==> config.mk <==
export PLATFORM = sky130hd
export DESIGN_NAME = mcex_core
export DESIGN_NICKNAME = d
export VERILOG_FILES = /design/src/hdl/mcex_pkg.sv /design/src/hdl/mcex_dec_if.sv /design/src/hdl/mcex_decode.sv /design/src/hdl/mcex_core.sv
export VERILOG_INCLUDE_DIRS = /design/src /design/src/hdl
export SDC_FILE = /design/constraint.sdc
export NUM_CORES = 1
export LEC_CHECK = 0
export BUFFER_PORTS_ARGS = -buffer_cell sky130_fd_sc_hd__buf_2
export CAP_MARGIN = 20
export CORE_ASPECT_RATIO = 1.1
export CORE_UTILIZATION = 41
export DETAILED_ROUTE_END_ITERATION = 7
export PLACE_DENSITY = 0.6
export SYNTH_ARGS = -nofsm -noshare
export SYNTH_HDL_FRONTEND = slang
export SYNTH_SLANG_ARGS = --single-unit
export TNS_END_PERCENT = 30
==> constraint.sdc <==
create_clock -name clk_sys -period 2.8 [get_ports clk_sys]
set_input_delay 0.56 -clock clk_sys [delete_from_list [all_inputs] [get_ports clk_sys]]
set_output_delay 0.56 -clock clk_sys [all_outputs]
set_load 0.01 [all_outputs]
==> src/hdl/mcex_defines.svh <==
// Purpose: constants for the instruction execute block
// Assumes: 14-bit instruction words, 8-bit data path
// Notes: opcodes are matched with masks
`ifndef MCEX_DEFINES_SVH
`define MCEX_DEFINES_SVH
`define MCEX_PC_W 11
`define MCEX_FADDR_W 7
`define MCEX_STACK_DEPTH 6
`define MCEX_ACC_RST 8'h00
`define MCEX_NOP_WORD 14'h0000
`define MCEX_OP_RET 14'h0040
`define MCEX_OP_IRQ_EXIT 14'h0060
`define MCEX_OP_ACC_CLEAR 14'h0140
`define MCEX_OP_WDT 14'h0089
`define MCEX_DEST_BIT 7
`define MCEX_BIT_LSB 6
`define MCEX_STAT_Z 2
`define MCEX_STAT_DC 1
`define MCEX_STAT_C 0
`endif

==> src/hdl/mcex_pkg.sv <==
// Purpose: types for the instruction execute block
// Assumes: mcex_defines.svh included here
// Notes: decoded operation classes
`include "mcex_defines.svh"
package mcex_pkg;
  typedef logic [13:0] mcex_word_t;
  typedef enum logic [2:0] {
    MCEX_RUN = 3'b001,
    MCEX_FLUSH = 3'b010,
    MCEX_HALT = 3'b100
  } mcex_state_e;
  typedef enum logic [4:0] {
    MCEX_K_NOP, MCEX_K_ACC_AND_FILE, MCEX_K_ACC_OR_FILE, MCEX_K_FILE_INVERT, MCEX_K_FILE_DECREMENT,
    MCEX_K_FILE_INCREMENT, MCEX_K_DECSZ, MCEX_K_INCSZ, MCEX_K_FILE_TO_ACC, MCEX_K_ACC_TO_FILE,
    MCEX_K_FILE_CLEAR, MCEX_K_ACC_CLEAR, MCEX_K_WDT, MCEX_K_BCF, MCEX_K_BSF,
    MCEX_K_BTC, MCEX_K_BTS, MCEX_K_ANDL, MCEX_K_IORL, MCEX_K_MOVL,
    MCEX_K_CALL, MCEX_K_JUMP_ABSOLUTE, MCEX_K_RET, MCEX_K_IRQ_EXIT, MCEX_K_RETL,
    MCEX_K_OTHER
  } mcex_kind_e;
endpackage : mcex_pkg

==> src/hdl/mcex_dec_if.sv <==
// Purpose: carries a decoded instruction between decoder and core
// Assumes: combinational decode
// Notes: word in, kind out
`timescale 1ns/100ps
interface mcex_dec_if;
  import mcex_pkg::*;
  mcex_word_t word;
  mcex_kind_e kind;
  modport dec (input word, output kind);
  modport core (output word, input kind);
endinterface : mcex_dec_if

==> src/hdl/mcex_decode.sv <==
// Purpose: classifies a 14-bit instruction word
// Assumes: undefined words fall to MCEX_K_OTHER
// Notes: purely combinational
`timescale 1ns/100ps
`include "mcex_defines.svh"
module mcex_decode (
  mcex_dec_if.dec dif // decode carrier
);
  import mcex_pkg::*;
  // match fixed opcode fields, most specific first
  always_comb begin
    mcex_word_t w;
    w = dif.word;
    dif.kind = MCEX_K_OTHER;
    if (w == `MCEX_NOP_WORD) dif.kind = MCEX_K_NOP;
    else if (w == `MCEX_OP_RET) dif.kind = MCEX_K_RET;
    else if (w == `MCEX_OP_IRQ_EXIT) dif.kind = MCEX_K_IRQ_EXIT;
    else if (w == `MCEX_OP_ACC_CLEAR) dif.kind = MCEX_K_ACC_CLEAR;
    else if (w == `MCEX_OP_WDT) dif.kind = MCEX_K_WDT;
    else if (w[13:7] == 7'h01) dif.kind = MCEX_K_ACC_TO_FILE;
    else if (w[13:7] == 7'h03) dif.kind = MCEX_K_FILE_CLEAR;
    else if (w[13:7] == 7'h10) dif.kind = MCEX_K_FILE_TO_ACC;
    else if (w[13:12] == 2'h2 && !w[11]) dif.kind = MCEX_K_CALL;
    else if (w[13:12] == 2'h3 && !w[11]) dif.kind = MCEX_K_JUMP_ABSOLUTE;
    else if (w[13:12] == 2'h0) begin
      unique case (w[11:8])
        4'h5: dif.kind = MCEX_K_ACC_AND_FILE;
        4'h4: dif.kind = MCEX_K_ACC_OR_FILE;
        4'h9: dif.kind = MCEX_K_FILE_INVERT;
        4'h3: dif.kind = MCEX_K_FILE_DECREMENT;
        4'ha: dif.kind = MCEX_K_FILE_INCREMENT;
        4'hb: dif.kind = MCEX_K_DECSZ;
        4'hf: dif.kind = MCEX_K_INCSZ;
        default: dif.kind = MCEX_K_OTHER;
      endcase
    end else if (w[13:12] == 2'h1) begin
      unique case (w[11:8])
        4'h0, 4'h1: dif.kind = MCEX_K_BCF;
        4'h2, 4'h3: dif.kind = MCEX_K_BSF;
        4'h4, 4'h5: dif.kind = MCEX_K_BTC;
        4'h6, 4'h7: dif.kind = MCEX_K_BTS;
        4'hb: dif.kind = MCEX_K_ANDL;
        4'ha: dif.kind = MCEX_K_IORL;
        4'h9: dif.kind = MCEX_K_MOVL;
        4'h8: dif.kind = MCEX_K_RETL;
        default: dif.kind = MCEX_K_OTHER;
      endcase
    end
  end
endmodule : mcex_decode

==> src/hdl/mcex_core.sv <==
// Purpose: executes one instruction word per cycle with file access
// Assumes: file read data is combinational from file_raddr
// Notes: branches and taken skips flush the fetched word for one cycle;
//   a full stack drops its oldest entry, an empty one pops zero;
//   carry and digit carry are never written by this block;
//   words outside this group execute as a no-op with pc+1
`timescale 1ns/100ps
`include "mcex_defines.svh"
module mcex_core #(
  parameter int PC_W = `MCEX_PC_W, // program counter width
  parameter int DEPTH = `MCEX_STACK_DEPTH // return stack depth
) (
  input wire logic clk_sys, // core clock
  input wire logic arst_n, // async reset, active low
  input wire mcex_pkg::mcex_word_t instr, // fetched instruction word
  input wire logic instr_valid, // instr holds a new word this cycle
  input wire logic [7:0] file_rdata, // data of file at file_raddr
  output logic [6:0] file_raddr, // file read address
  output logic [6:0] file_waddr_ff, // file write address
  output logic [7:0] file_wdata_ff, // file write data
  output logic file_we_ff, // file write strobe, one cycle
  output logic [PC_W-1:0] pc_ff, // program counter
  output logic [7:0] acc_ff, // accumulator
  output logic [2:0] flags_ff, // nil, digit carry, carry
  output logic gie_ff, // global_irq_enable
  output logic wdt_en_ff, // watchdog enabled
  output logic wdt_clr_ff, // watchdog counter clear, one cycle
  output logic busy_ff // second cycle of a two-cycle instruction
);
  import mcex_pkg::*;

  // stack pointer counts from empty to full
  localparam int SP_W = $clog2(DEPTH + 1);

  typedef struct packed {
    mcex_state_e state;
    logic [PC_W-1:0] pc;
    logic [7:0] acc;
    logic [2:0] flags;
    logic global_irq_enable;
    logic wdt_en;
    logic wdt_clr;
    logic [6:0] waddr;
    logic [7:0] wdata;
    logic we;
    logic [SP_W-1:0] sp;
    logic [DEPTH-1:0][PC_W-1:0] stack;
  } mcex_core_s;

  // state register, its next value and the decode carrier
  mcex_core_s cur_ff;
  mcex_core_s nxt_cur;
  mcex_dec_if dif();

  // result goes to accumulator or file by destination bit
  function automatic logic to_file(input mcex_word_t w);
    return w[`MCEX_DEST_BIT];
  endfunction : to_file

  // one-hot mask for the bit number of a bit-oriented word
  function automatic logic [7:0] bit_mask(input mcex_word_t w);
    return 8'h01 << w[`MCEX_BIT_LSB +: 3];
  endfunction : bit_mask

  // bit-oriented file group; its file address is only 6 bits wide
  function automatic logic is_bit_op(input mcex_word_t w);
    return w[13:11] == 3'b010;
  endfunction : is_bit_op

  // word classifier
  mcex_decode u_dec (
    .dif(dif)
  );

  // whole word carries opcode and operand fields
  assign dif.word = instr;
  // bit 6 of a bit-oriented word is a bit-number bit, not address
  assign file_raddr = is_bit_op(instr) ? {1'b0, instr[5:0]} : instr[6:0];

  // execute step
  always_comb begin
    logic [7:0] res;
    logic [2:0] bsel;
    logic wr_res;
    logic set_z;
    logic flush;
    logic [PC_W-1:0] ret_pc;
    nxt_cur = cur_ff;
    res = 8'h00;
    bsel = instr[`MCEX_BIT_LSB +: 3]; // b field, bits 8:6
    wr_res = 1'b0;
    set_z = 1'b0;
    flush = 1'b0;
    ret_pc = cur_ff.stack[0];
    nxt_cur.we = 1'b0;
    nxt_cur.wdt_clr = 1'b0;
    nxt_cur.waddr = instr[6:0];
    unique case (cur_ff.state)
      MCEX_FLUSH: begin
        nxt_cur.state = MCEX_RUN; // discarded word acts as no-op
      end
      MCEX_HALT: begin
        nxt_cur.state = MCEX_HALT;
      end
      MCEX_RUN: begin
        if (instr_valid) begin
          nxt_cur.pc = PC_W'(cur_ff.pc + 1'b1);
          unique case (dif.kind)
            // byte-oriented file operations, routed by d below
            MCEX_K_ACC_AND_FILE: begin
              res = cur_ff.acc & file_rdata;
              wr_res = 1'b1;
              set_z = 1'b1;
            end
            MCEX_K_ACC_OR_FILE: begin
              res = cur_ff.acc | file_rdata;
              wr_res = 1'b1;
              set_z = 1'b1;
            end
            MCEX_K_FILE_INVERT: begin
              res = ~file_rdata;
              wr_res = 1'b1;
              set_z = 1'b1;
            end
            MCEX_K_FILE_DECREMENT: begin
              res = file_rdata - 8'h01;
              wr_res = 1'b1;
              set_z = 1'b1;
            end
            MCEX_K_FILE_INCREMENT: begin
              res = file_rdata + 8'h01; // wraps FFh to 00h
              wr_res = 1'b1;
              set_z = 1'b1;
            end
            MCEX_K_DECSZ: begin
              res = file_rdata - 8'h01; // flags kept
              wr_res = 1'b1;
              flush = (res == 8'h00);
            end
            MCEX_K_INCSZ: begin
              res = file_rdata + 8'h01; // flags kept
              wr_res = 1'b1;
              flush = (res == 8'h00);
            end
            // moves between accumulator and file
            MCEX_K_FILE_TO_ACC: begin
              nxt_cur.acc = file_rdata;
            end
            MCEX_K_ACC_TO_FILE: begin
              nxt_cur.wdata = cur_ff.acc;
              nxt_cur.we = 1'b1;
            end
            // file and accumulator clears write zero and set the nil flag
            MCEX_K_FILE_CLEAR: begin
              nxt_cur.wdata = 8'h00;
              nxt_cur.we = 1'b1;
              nxt_cur.flags[`MCEX_STAT_Z] = 1'b1;
            end
            MCEX_K_ACC_CLEAR: begin
              nxt_cur.acc = 8'h00;
              nxt_cur.flags[`MCEX_STAT_Z] = 1'b1;
            end
            MCEX_K_WDT: begin
              nxt_cur.wdt_en = 1'b1;
              nxt_cur.wdt_clr = 1'b1;
            end
            // bit-oriented file operations, flags kept
            MCEX_K_BCF: begin
              nxt_cur.waddr = {1'b0, instr[5:0]}; // 6-bit address
              nxt_cur.wdata = file_rdata & ~bit_mask(instr);
              nxt_cur.we = 1'b1;
            end
            MCEX_K_BSF: begin
              nxt_cur.waddr = {1'b0, instr[5:0]};
              nxt_cur.wdata = file_rdata | bit_mask(instr);
              nxt_cur.we = 1'b1;
            end
            MCEX_K_BTC: begin
              flush = !file_rdata[bsel];
            end
            MCEX_K_BTS: begin
              flush = file_rdata[bsel];
            end
            // literal operations on the accumulator
            MCEX_K_ANDL: begin
              nxt_cur.acc = cur_ff.acc & instr[7:0];
              nxt_cur.flags[`MCEX_STAT_Z] = (nxt_cur.acc == 8'h00);
            end
            MCEX_K_IORL: begin
              nxt_cur.acc = cur_ff.acc | instr[7:0];
              nxt_cur.flags[`MCEX_STAT_Z] = (nxt_cur.acc == 8'h00);
            end
            MCEX_K_MOVL: begin
              nxt_cur.acc = instr[7:0]; // flags kept
            end
            MCEX_K_CALL: begin
              // push return address, then jump
              for (int i = DEPTH - 1; i > 0; i--) begin
                nxt_cur.stack[i] = cur_ff.stack[i-1];
              end
              nxt_cur.stack[0] = PC_W'(cur_ff.pc + 1'b1);
              // a full stack drops its oldest entry at the far end
              if (cur_ff.sp != SP_W'(DEPTH)) begin
                nxt_cur.sp = SP_W'(cur_ff.sp + 1'b1);
              end
              nxt_cur.pc = PC_W'(instr[10:0]);
              flush = 1'b1;
            end
            MCEX_K_JUMP_ABSOLUTE: begin
              nxt_cur.pc = PC_W'(instr[10:0]); // stack untouched
              flush = 1'b1;
            end
            MCEX_K_RET, MCEX_K_IRQ_EXIT, MCEX_K_RETL: begin
              // pop stack_top into pc
              for (int i = 0; i < DEPTH - 1; i++) begin
                nxt_cur.stack[i] = cur_ff.stack[i+1];
              end
              // an empty stack yields zero on a pop
              nxt_cur.stack[DEPTH-1] = '0;
              if (cur_ff.sp != '0) begin
                nxt_cur.sp = SP_W'(cur_ff.sp - 1'b1);
              end
              nxt_cur.pc = ret_pc;
              flush = 1'b1;
              if (dif.kind == MCEX_K_IRQ_EXIT) begin
                nxt_cur.global_irq_enable = 1'b1;
              end
              if (dif.kind == MCEX_K_RETL) begin
                nxt_cur.acc = instr[7:0];
              end
            end
            default: begin
              // no-op and words outside this decoder change only pc, which steps by one
            end
          endcase
          // route result by destination bit
          if (wr_res) begin
            if (to_file(instr)) begin
              nxt_cur.wdata = res;
              nxt_cur.we = 1'b1;
            end else begin
              nxt_cur.acc = res;
            end
          end
          if (set_z) begin
            nxt_cur.flags[`MCEX_STAT_Z] = (res == 8'h00);
          end
          if (flush) begin
            nxt_cur.state = MCEX_FLUSH;
          end
        end
      end
    endcase
  end

  // state register
  always_ff @(posedge clk_sys or negedge arst_n) begin
    if (!arst_n) begin
      cur_ff <= '{state: MCEX_RUN, acc: `MCEX_ACC_RST, default: '0};
    end else begin
      cur_ff <= nxt_cur;
    end
  end

  // outputs are fields of the state register
  assign file_waddr_ff = cur_ff.waddr;
  assign file_wdata_ff = cur_ff.wdata;
  assign file_we_ff = cur_ff.we;
  assign pc_ff = cur_ff.pc;
  assign acc_ff = cur_ff.acc;
  assign flags_ff = cur_ff.flags;
  assign gie_ff = cur_ff.global_irq_enable;
  assign wdt_en_ff = cur_ff.wdt_en;
  assign wdt_clr_ff = cur_ff.wdt_clr;
  assign busy_ff = (cur_ff.state == MCEX_FLUSH);
endmodule : mcex_core

-- Word-level counts from Yosys, hierarchy flattened
Memories as Yosys holds them, arrays and structs flattened.
Cells that the tools add are included.
- reduce and logical (&&, ||, !) cells: 30
- mux-type cells: 48
- add/sub/neg operators: 5
- shifts and indexed selects: 1
- bitwise operators: 8
- eq/ne operators: 50
- order comparisons: 1
- operator list (kind ; number):
    $mux W86 ; 2
    $pmux W69 S2 ; 1
    $mux W5 ; 12
    $pmux W8 S6 ; 1
    $eq A5 B5 Y1 const B ; 9
    $eq A5 B4 Y1 const B ; 8
    $logic_not A8 Y1 ; 5
    $mux W8 ; 5
    $pmux W8 S5 ; 1
    $pmux W9 S4 ; 1
    $pmux W5 S7 ; 1
    $eq A14 B7 Y1 const B ; 2
    $and A8 B8 Y8 ; 3
    $or A8 B8 Y8 ; 3
    $mux W23 ; 1
    $pmux W11 S2 ; 1
    $eq A5 B3 Y1 const B ; 4
    $mux W9 ; 2
    $eq A4 B4 Y1 const B ; 4
    $not A8 Y8 ; 2
    $eq A14 B8 Y1 const B ; 1
    $eq A14 B9 Y1 const B ; 1
    $logic_not A14 Y1 ; 1
    $mux W7 ; 2
    other kinds (41) ; 70
- register bits: 111
- logic and storage cells: 161
- memories kept: 1
- bits of input ports: 25
- bits in read-only memories: 80
- memory list (name ; depth ; bits a word ; read ports ; clocked after Yosys merged registers in ; write ports ; RTL line ; RTL):
    (no name shown) ; 16 ; 5 ; 1 ; 0 ; 0 ; mcex_decode.sv:37 ; unique case (w[11:8])

-- Depth between registers and ports, before layout
- word-level depth: 22
- mapped depth: 16
- mapped depth without buffers: 12

-- Cells and area by module
Synthesis repeated with hierarchy kept, for this count alone.
- cells, all modules: 839
- area, all modules: 7442.1 µm²
- by module, submodules not included (module ; seq. area each (µm²) ; instances ; cells an instance ; area an instance (µm²)):
    mcex_core ; 2703.8 ; 1 ; 758 ; 6907.9
    mcex_decode ; 0.0 ; 1 ; 81 ; 534.3

-- Least setup slack after synthesis
Ideal clock, no wire load.
- path kind: input-to-reg
- start point: input instr[8]
- end point: register cur_ff[22] (netlist name)
- path buffers: 3
- arrival time: 3.671 ns
- stages on the path: 13
- path slack: -1.003 ns
- cell sequence: buf_2 inv_1 ha_1 or4b_1 nand3_1 nor2b_1 o31ai_2 a211oi_4 a31oi_1 buf_2 buf_1 mux2i_1 o21ai_1
- cells in the longest elaborated chain, start to end: 17
- RTL lines (element ; RTL line ; RTL):
    start, declared ; mcex_core.sv:15 ; input wire mcex_pkg::mcex_word_t instr,
    $mem_v2 Z16 W5, or another cell as far along ; -- ;
    $mux W5 or $pmux W5 S7 (tied branches) ; mcex_decode.sv:36, mcex_decode.sv:26 ;
    $mux W5 ; mcex_decode.sv:25 ; else if (w[13:12] == 2'h0) begin
    $mux W5 ; mcex_decode.sv:24 ; else if (w[13:12] == 2'h3 && !w[11]) dif.kind = MCEX_K_JUMP_ABSOLUTE;
    $mux W5 ; mcex_decode.sv:23 ; else if (w[13:12] == 2'h2 && !w[11]) dif.kind = MCEX_K_CALL;
    $mux W5 ; mcex_decode.sv:22 ; else if (w[13:7] == 7'h10) dif.kind = MCEX_K_FILE_TO_ACC;
    $mux W5 ; mcex_decode.sv:21 ; else if (w[13:7] == 7'h03) dif.kind = MCEX_K_FILE_CLEAR;
    $mux W5 ; mcex_decode.sv:20 ; else if (w[13:7] == 7'h01) dif.kind = MCEX_K_ACC_TO_FILE;
    $mux W5 ; mcex_decode.sv:19 ; else if (w == `MCEX_OP_WDT) dif.kind = MCEX_K_WDT;
    $mux W5 ; mcex_decode.sv:18 ; else if (w == `MCEX_OP_ACC_CLEAR) dif.kind = MCEX_K_ACC_CLEAR;
    $mux W5 ; mcex_decode.sv:17 ; else if (w == `MCEX_OP_IRQ_EXIT) dif.kind = MCEX_K_IRQ_EXIT;
    $mux W5 ; mcex_decode.sv:16 ; else if (w == `MCEX_OP_RET) dif.kind = MCEX_K_RET;
    $mux W5 * ; mcex_decode.sv:15 ; if (w == `MCEX_NOP_WORD) dif.kind = MCEX_K_NOP;
    $eq A5 B5 Y1 ; mcex_core.sv:108 ; unique case (dif.kind)
    $reduce_or A3 Y1 ; mcex_core.sv:108 ;
    $reduce_bool A2 Y1 (no source line) ; -- ;
    $reduce_and A3 Y1 (no source line) ; -- ;
    end signal, assigned ; mcex_core.sv:261 ; cur_ff <= nxt_cur;
    end, declared ; mcex_core.sv:51 ; mcex_core_s cur_ff;
Mark *: on every way between the ends. The rest lies on a longest branch, timed or not.
A chain may end at the register's enable or synchronous reset.

-- Worst setup path after layout
- start point: input instr[12]
- end point: register cur_ff[64] (netlist name)
- cells in the longest elaborated chain, start to end: 17
- RTL lines (element ; RTL line ; RTL):
    $eq A2 B1 Y1 ; mcex_decode.sv:36 ; end else if (w[13:12] == 2'h1) begin
    $mux W5 ; mcex_decode.sv:36 ;
    $mux W5 ; mcex_decode.sv:25 ;
    $mux W5 ; mcex_decode.sv:24 ;
    $mux W5 ; mcex_decode.sv:23 ;
    $mux W5 ; mcex_decode.sv:22 ;
    $mux W5 ; mcex_decode.sv:21 ;
    $mux W5 ; mcex_decode.sv:20 ;
    $mux W5 ; mcex_decode.sv:19 ;
    $mux W5 ; mcex_decode.sv:18 ;
    $mux W5 ; mcex_decode.sv:17 ;
    $mux W5 ; mcex_decode.sv:16 ;
    $mux W5 * ; mcex_decode.sv:15 ;
    $eq A5 B5 Y1 ; mcex_core.sv:108 ;
    $reduce_or A3 Y1 ; mcex_core.sv:108 ;
    $reduce_bool A2 Y1 (no source line) ; -- ;
    $reduce_and A3 Y1 (no source line) ; -- ;
Marked as above.

==> reports/results.tsv <==
stage	metric	value	unit
run_status	outcome	finished, violations left	
run_status	violated checks	setup timing	
floorplanning	Die ar.	18700	um^2
drt	Final ANT Viol Nets	0	
drt	routed wire length	24800	um
power	combinational fraction of design power	34.5	%
setup_path	reg2reg path depth	8	
clocking	Clk Latency, worst-skew pair	0.36	ns
placed_design	port bufs	71	
setup_path	end point of the critical path	cur_ff[64]	
grt	largest net degree at the start of global routing	73	
floorplanning	io pins	74	
clocking	clock input transition at the sequential cells of the worst setup and hold paths	0.08	ns
layout	Ant. Diodes	0	
power	P_leak	4.66	nW
drt	first-pass iteration count of the detailed router	6	
yosys	post-synthesis sequential area ratio	36.3	%
power	sequential share of power	43.2	%
clocking	TritonCTS clock tree	built	
setup_path	Setup CP Type	in -> reg	
yosys	Syn Area/Cell	8.61	um^2
power	P_sw	2.16	mW
floorplanning	core area	17700	um^2
layout	Area growth, synth to finish	32.4	%
drt	Iteration-0 DRC Markers	530	
setup_path	Critical path origin	instr[12]	
clocking	Num CTS Buffers	9	
power	Pwr Density	574	nW/um^2
grt	Overall Global Routing Usage	27.8	%
timing	max-slew violation count	0	
timing	unrepaired setup endpoints after global routing	yes	
power	sw frac	38.2	%
clocking	CTS sink cnt	108	
drt	via-per-instance ratio	5.78	
grt	GR Overflow Total	0	
drt	WL/cell	19.7	um
floorplanning	Die Span X	131	um
yosys	top cell type's share of synthesized area	35.9	%
yosys	number of synthesized flops with an enable pin	0	
yosys	Seq cells post-synth	108	
power	overall power	5.66	mW
timing	final period utilization	115	%
grt	initial antenna violation count	0	
layout	Final #Nets	1048	
floorplanning	row count	51	
setup_path	Startpoint Class	primary input	
yosys	library cells used by synthesis	79	
timing	Worst-Margin Slew	0.628	ns
placed_design	post-DP HPWL	17300	um
timing	slew margin rel.	57.9	%
drt	remaining routing DRC violations	0	
yosys	Ys Warns	0	
power	Clock power frac	22.3	%
setup_path	WP data required	3.05	ns
grt	vias in the first global route	7087	
timing	fin crit period	3.22	ns
floorplanning	initial core utilization	42.0	%
worst_hold_path	Hold Path Class	in -> async	
setup_path	reg2reg end	cur_ff[64]	
clocking	Max clock buf depth	2	
clocking	CTS Hold Bufs	0	
setup_path	Max FO, Critical Path	7	
layout	share of cells above drive strength 1	35.0	%
timing	endpoints failing setup	98	
floorplanning	height of the die	143	um
yosys	Mapped Area	7460	um^2
yosys	Yosys top cell by area	dfrtp_1	
setup_path	crit path capture type	flip-flop	
yosys	Primary FF master, synth	dfrtp_1	
layout	Layout fillers	1645	
yosys	Synth async-reset ratio	100	%
flow_run	MaxCap Viol Count	0	
power	VDD IR max	0.422	mV
power	cell internal pwr	3.50	mW
setup_path	WP data arrival	3.47	ns
timing	Hold Fails Final Rpt	0	
grt	global-route wire length before repair	39300	um
timing	Peak Freq	311	MHz
placed_design	GPL Wtd Cong	0.969	
timing	Layout Skew	0.00960	ns
layout	utilization after layout	55.7	%
yosys	largest cells by area after synthesis	dfrtp_1 (36%), mux2i_1 (6.6%), nand2_1 (5.6%)	
clocking	H-tree Lvls	3	
drt	via count	7244	
setup_path	RR Startpoint	cur_ff[110]	
setup_path	Worst R2R Setup Slack	0.53	ns
timing	fin worst setup slack	-0.420	ns
yosys	synthesized instance count	866	
clocking	root buffer cell	clkbuf_16	
per-stage QoR:
step                      hold slack (ns)  TNS [ns]  setup WS, ns  std cells  instance area (um^2)
final                               0.167    -31.62        -0.420       1254                  9870
after floorplan                     0.264    -56.44        -0.721        867                  7570
after global placement              0.454    -82.73        -0.970       1215                  8790
after detailed placement            0.472    -79.10        -0.957       1215                  8790
after CTS                           0.175    -26.51        -0.335       1249                  9730
after global routing                0.210    -38.60        -0.475       1254                  9870
sequential cells by signal, summed over array words and instances, names as in the netlist:
name           flops
acc_ff             8
cur_ff            69
wdt_en_ff          1
gie_ff             1
pc_ff             11
flags_ff           1
file_we_ff         1
wdt_clr_ff         1
file_wdata_ff      8
file_waddr_ff      7
synthesized netlist by cell type, drive strengths merged (4+ instances only):
| cell | count |
|---|---|
| dfrtp | 107 |
| inv | 13 |
| mux2i | 49 |
| nor3 | 13 |
| o22ai | 10 |
| nand3 | 16 |
| and2 | 4 |
| a21o | 12 |
| o21a | 5 |
| o31ai | 5 |
| buf | 75 |
| clkbuf | 37 |
| nor3b | 5 |
| or3 | 5 |
| ha | 12 |
| nor2 | 57 |
| a211oi | 12 |
| o2bb2ai | 5 |
| nand4 | 8 |
| a22oi | 5 |
| and4 | 4 |
| a22o | 14 |
| nor4 | 13 |
| o211ai | 7 |
| a221o | 7 |
| xnor2 | 8 |
| xor2 | 8 |
| a21oi | 34 |
| a31oi | 5 |
| nor2b | 14 |
| or2 | 5 |
| a221oi | 18 |
| nand2 | 113 |
| o21ai | 108 |
repair_timing:
action                     CTS  global route
setup buffers               13             5
pin swaps                   39             9
gates resized for setup     86            23
setup endpoints to repair   99           100
gates cloned                 7             0
layout by cell type, fill, tap and decap left out, drive strengths merged, types with 7 or more instances in the layout:
cell	n
inv	16
nand4	8
xor2	8
buf	242
nand3	16
o22ai	10
a221o	7
ha	12
mux2i	49
nor2	57
nor2b	14
dfrtp	107
a21oi	34
nand2	113
nor4	13
a211oi	12
a21o	12
nor3	13
o21ai	108
xnor2	8
clkbuf	10
o211ai	7
a22o	14
a221oi	18
metal layers:
| metal | wire (um) | GRT usage [%] |
|---|---|---|
| met1 | 10300 | 34.1 |
| met2 | 12100 | 46.6 |
| met3 | 1160 | 4.17 |
| met4 | 1190 | 15.4 |
| met5 | 0 | 0 |
logic make-up after synthesis:
group | count (synthesis) | synth area share [%]
and+or+nand+nor | 279 | 18.4
AOI/OAI and AO/OA | 271 | 24.9
buffers and inverters | 125 | 8.91
DFF | 108 | 36.3
muxes | 54 | 7.64
xor gates and xnor gates | 16 | 1.88
adders and majority gates | 12 | 2.01
other | 1 | 0.0503
power by group through the flow:
stage          clock network [mW]  registers (mW)  logic (mW)
3_5_place_dp                    0            2.44        1.77
6_report                     1.27            2.44        1.95
3_3_place_gp                    0            2.43        1.75
2_1_floorplan                   0            2.19        1.46
4_1_cts                      1.30            2.42        1.91
5_1_grt                      1.36            2.49        2.17
area by class of cell:
type / count / area [um^2] / share of cell area (%)
Sequential cell: 108 / 2700 / 27.4
Inverter: 13 / 53.8 / 0.545
Multi-Input combinational cell: 634 / 4550 / 46.1
Tap cell: 238 / 298 / 3.02
Clock buffer: 10 / 229 / 2.32
Timing Repair Buffer: 245 / 1980 / 20.1
Clock inverter: 6 / 57.6 / 0.583
worst max-delay path, stage by stage:
cell and delay [ns]:
buf_6 0.09, or4_4 0.54, buf_4 0.16, nor4_4 0.22
nor3_1 0.13, a21o_2 0.26, buf_12 0.15, nor2_4 0.20
nand2_2 0.12, nor4_4 0.35, a21oi_4 0.06, buf_12 0.16
buf_4 0.14, buf_12 0.13, a22o_1 0.18
worst min path at each step:
stage | from | end | slack (ns)
after CTS | arst_n | cur_ff[50] | 0.18
after global placement | wdt_en_ff | wdt_en_ff | 0.45
after floorplan | arst_n | acc_ff[0] | 0.26
final | arst_n | cur_ff[23] | 0.17
after global routing | arst_n | cur_ff[61] | 0.21
after detailed placement | wdt_en_ff | wdt_en_ff | 0.47
Note: power is estimated with default switching activity, not from simulation.
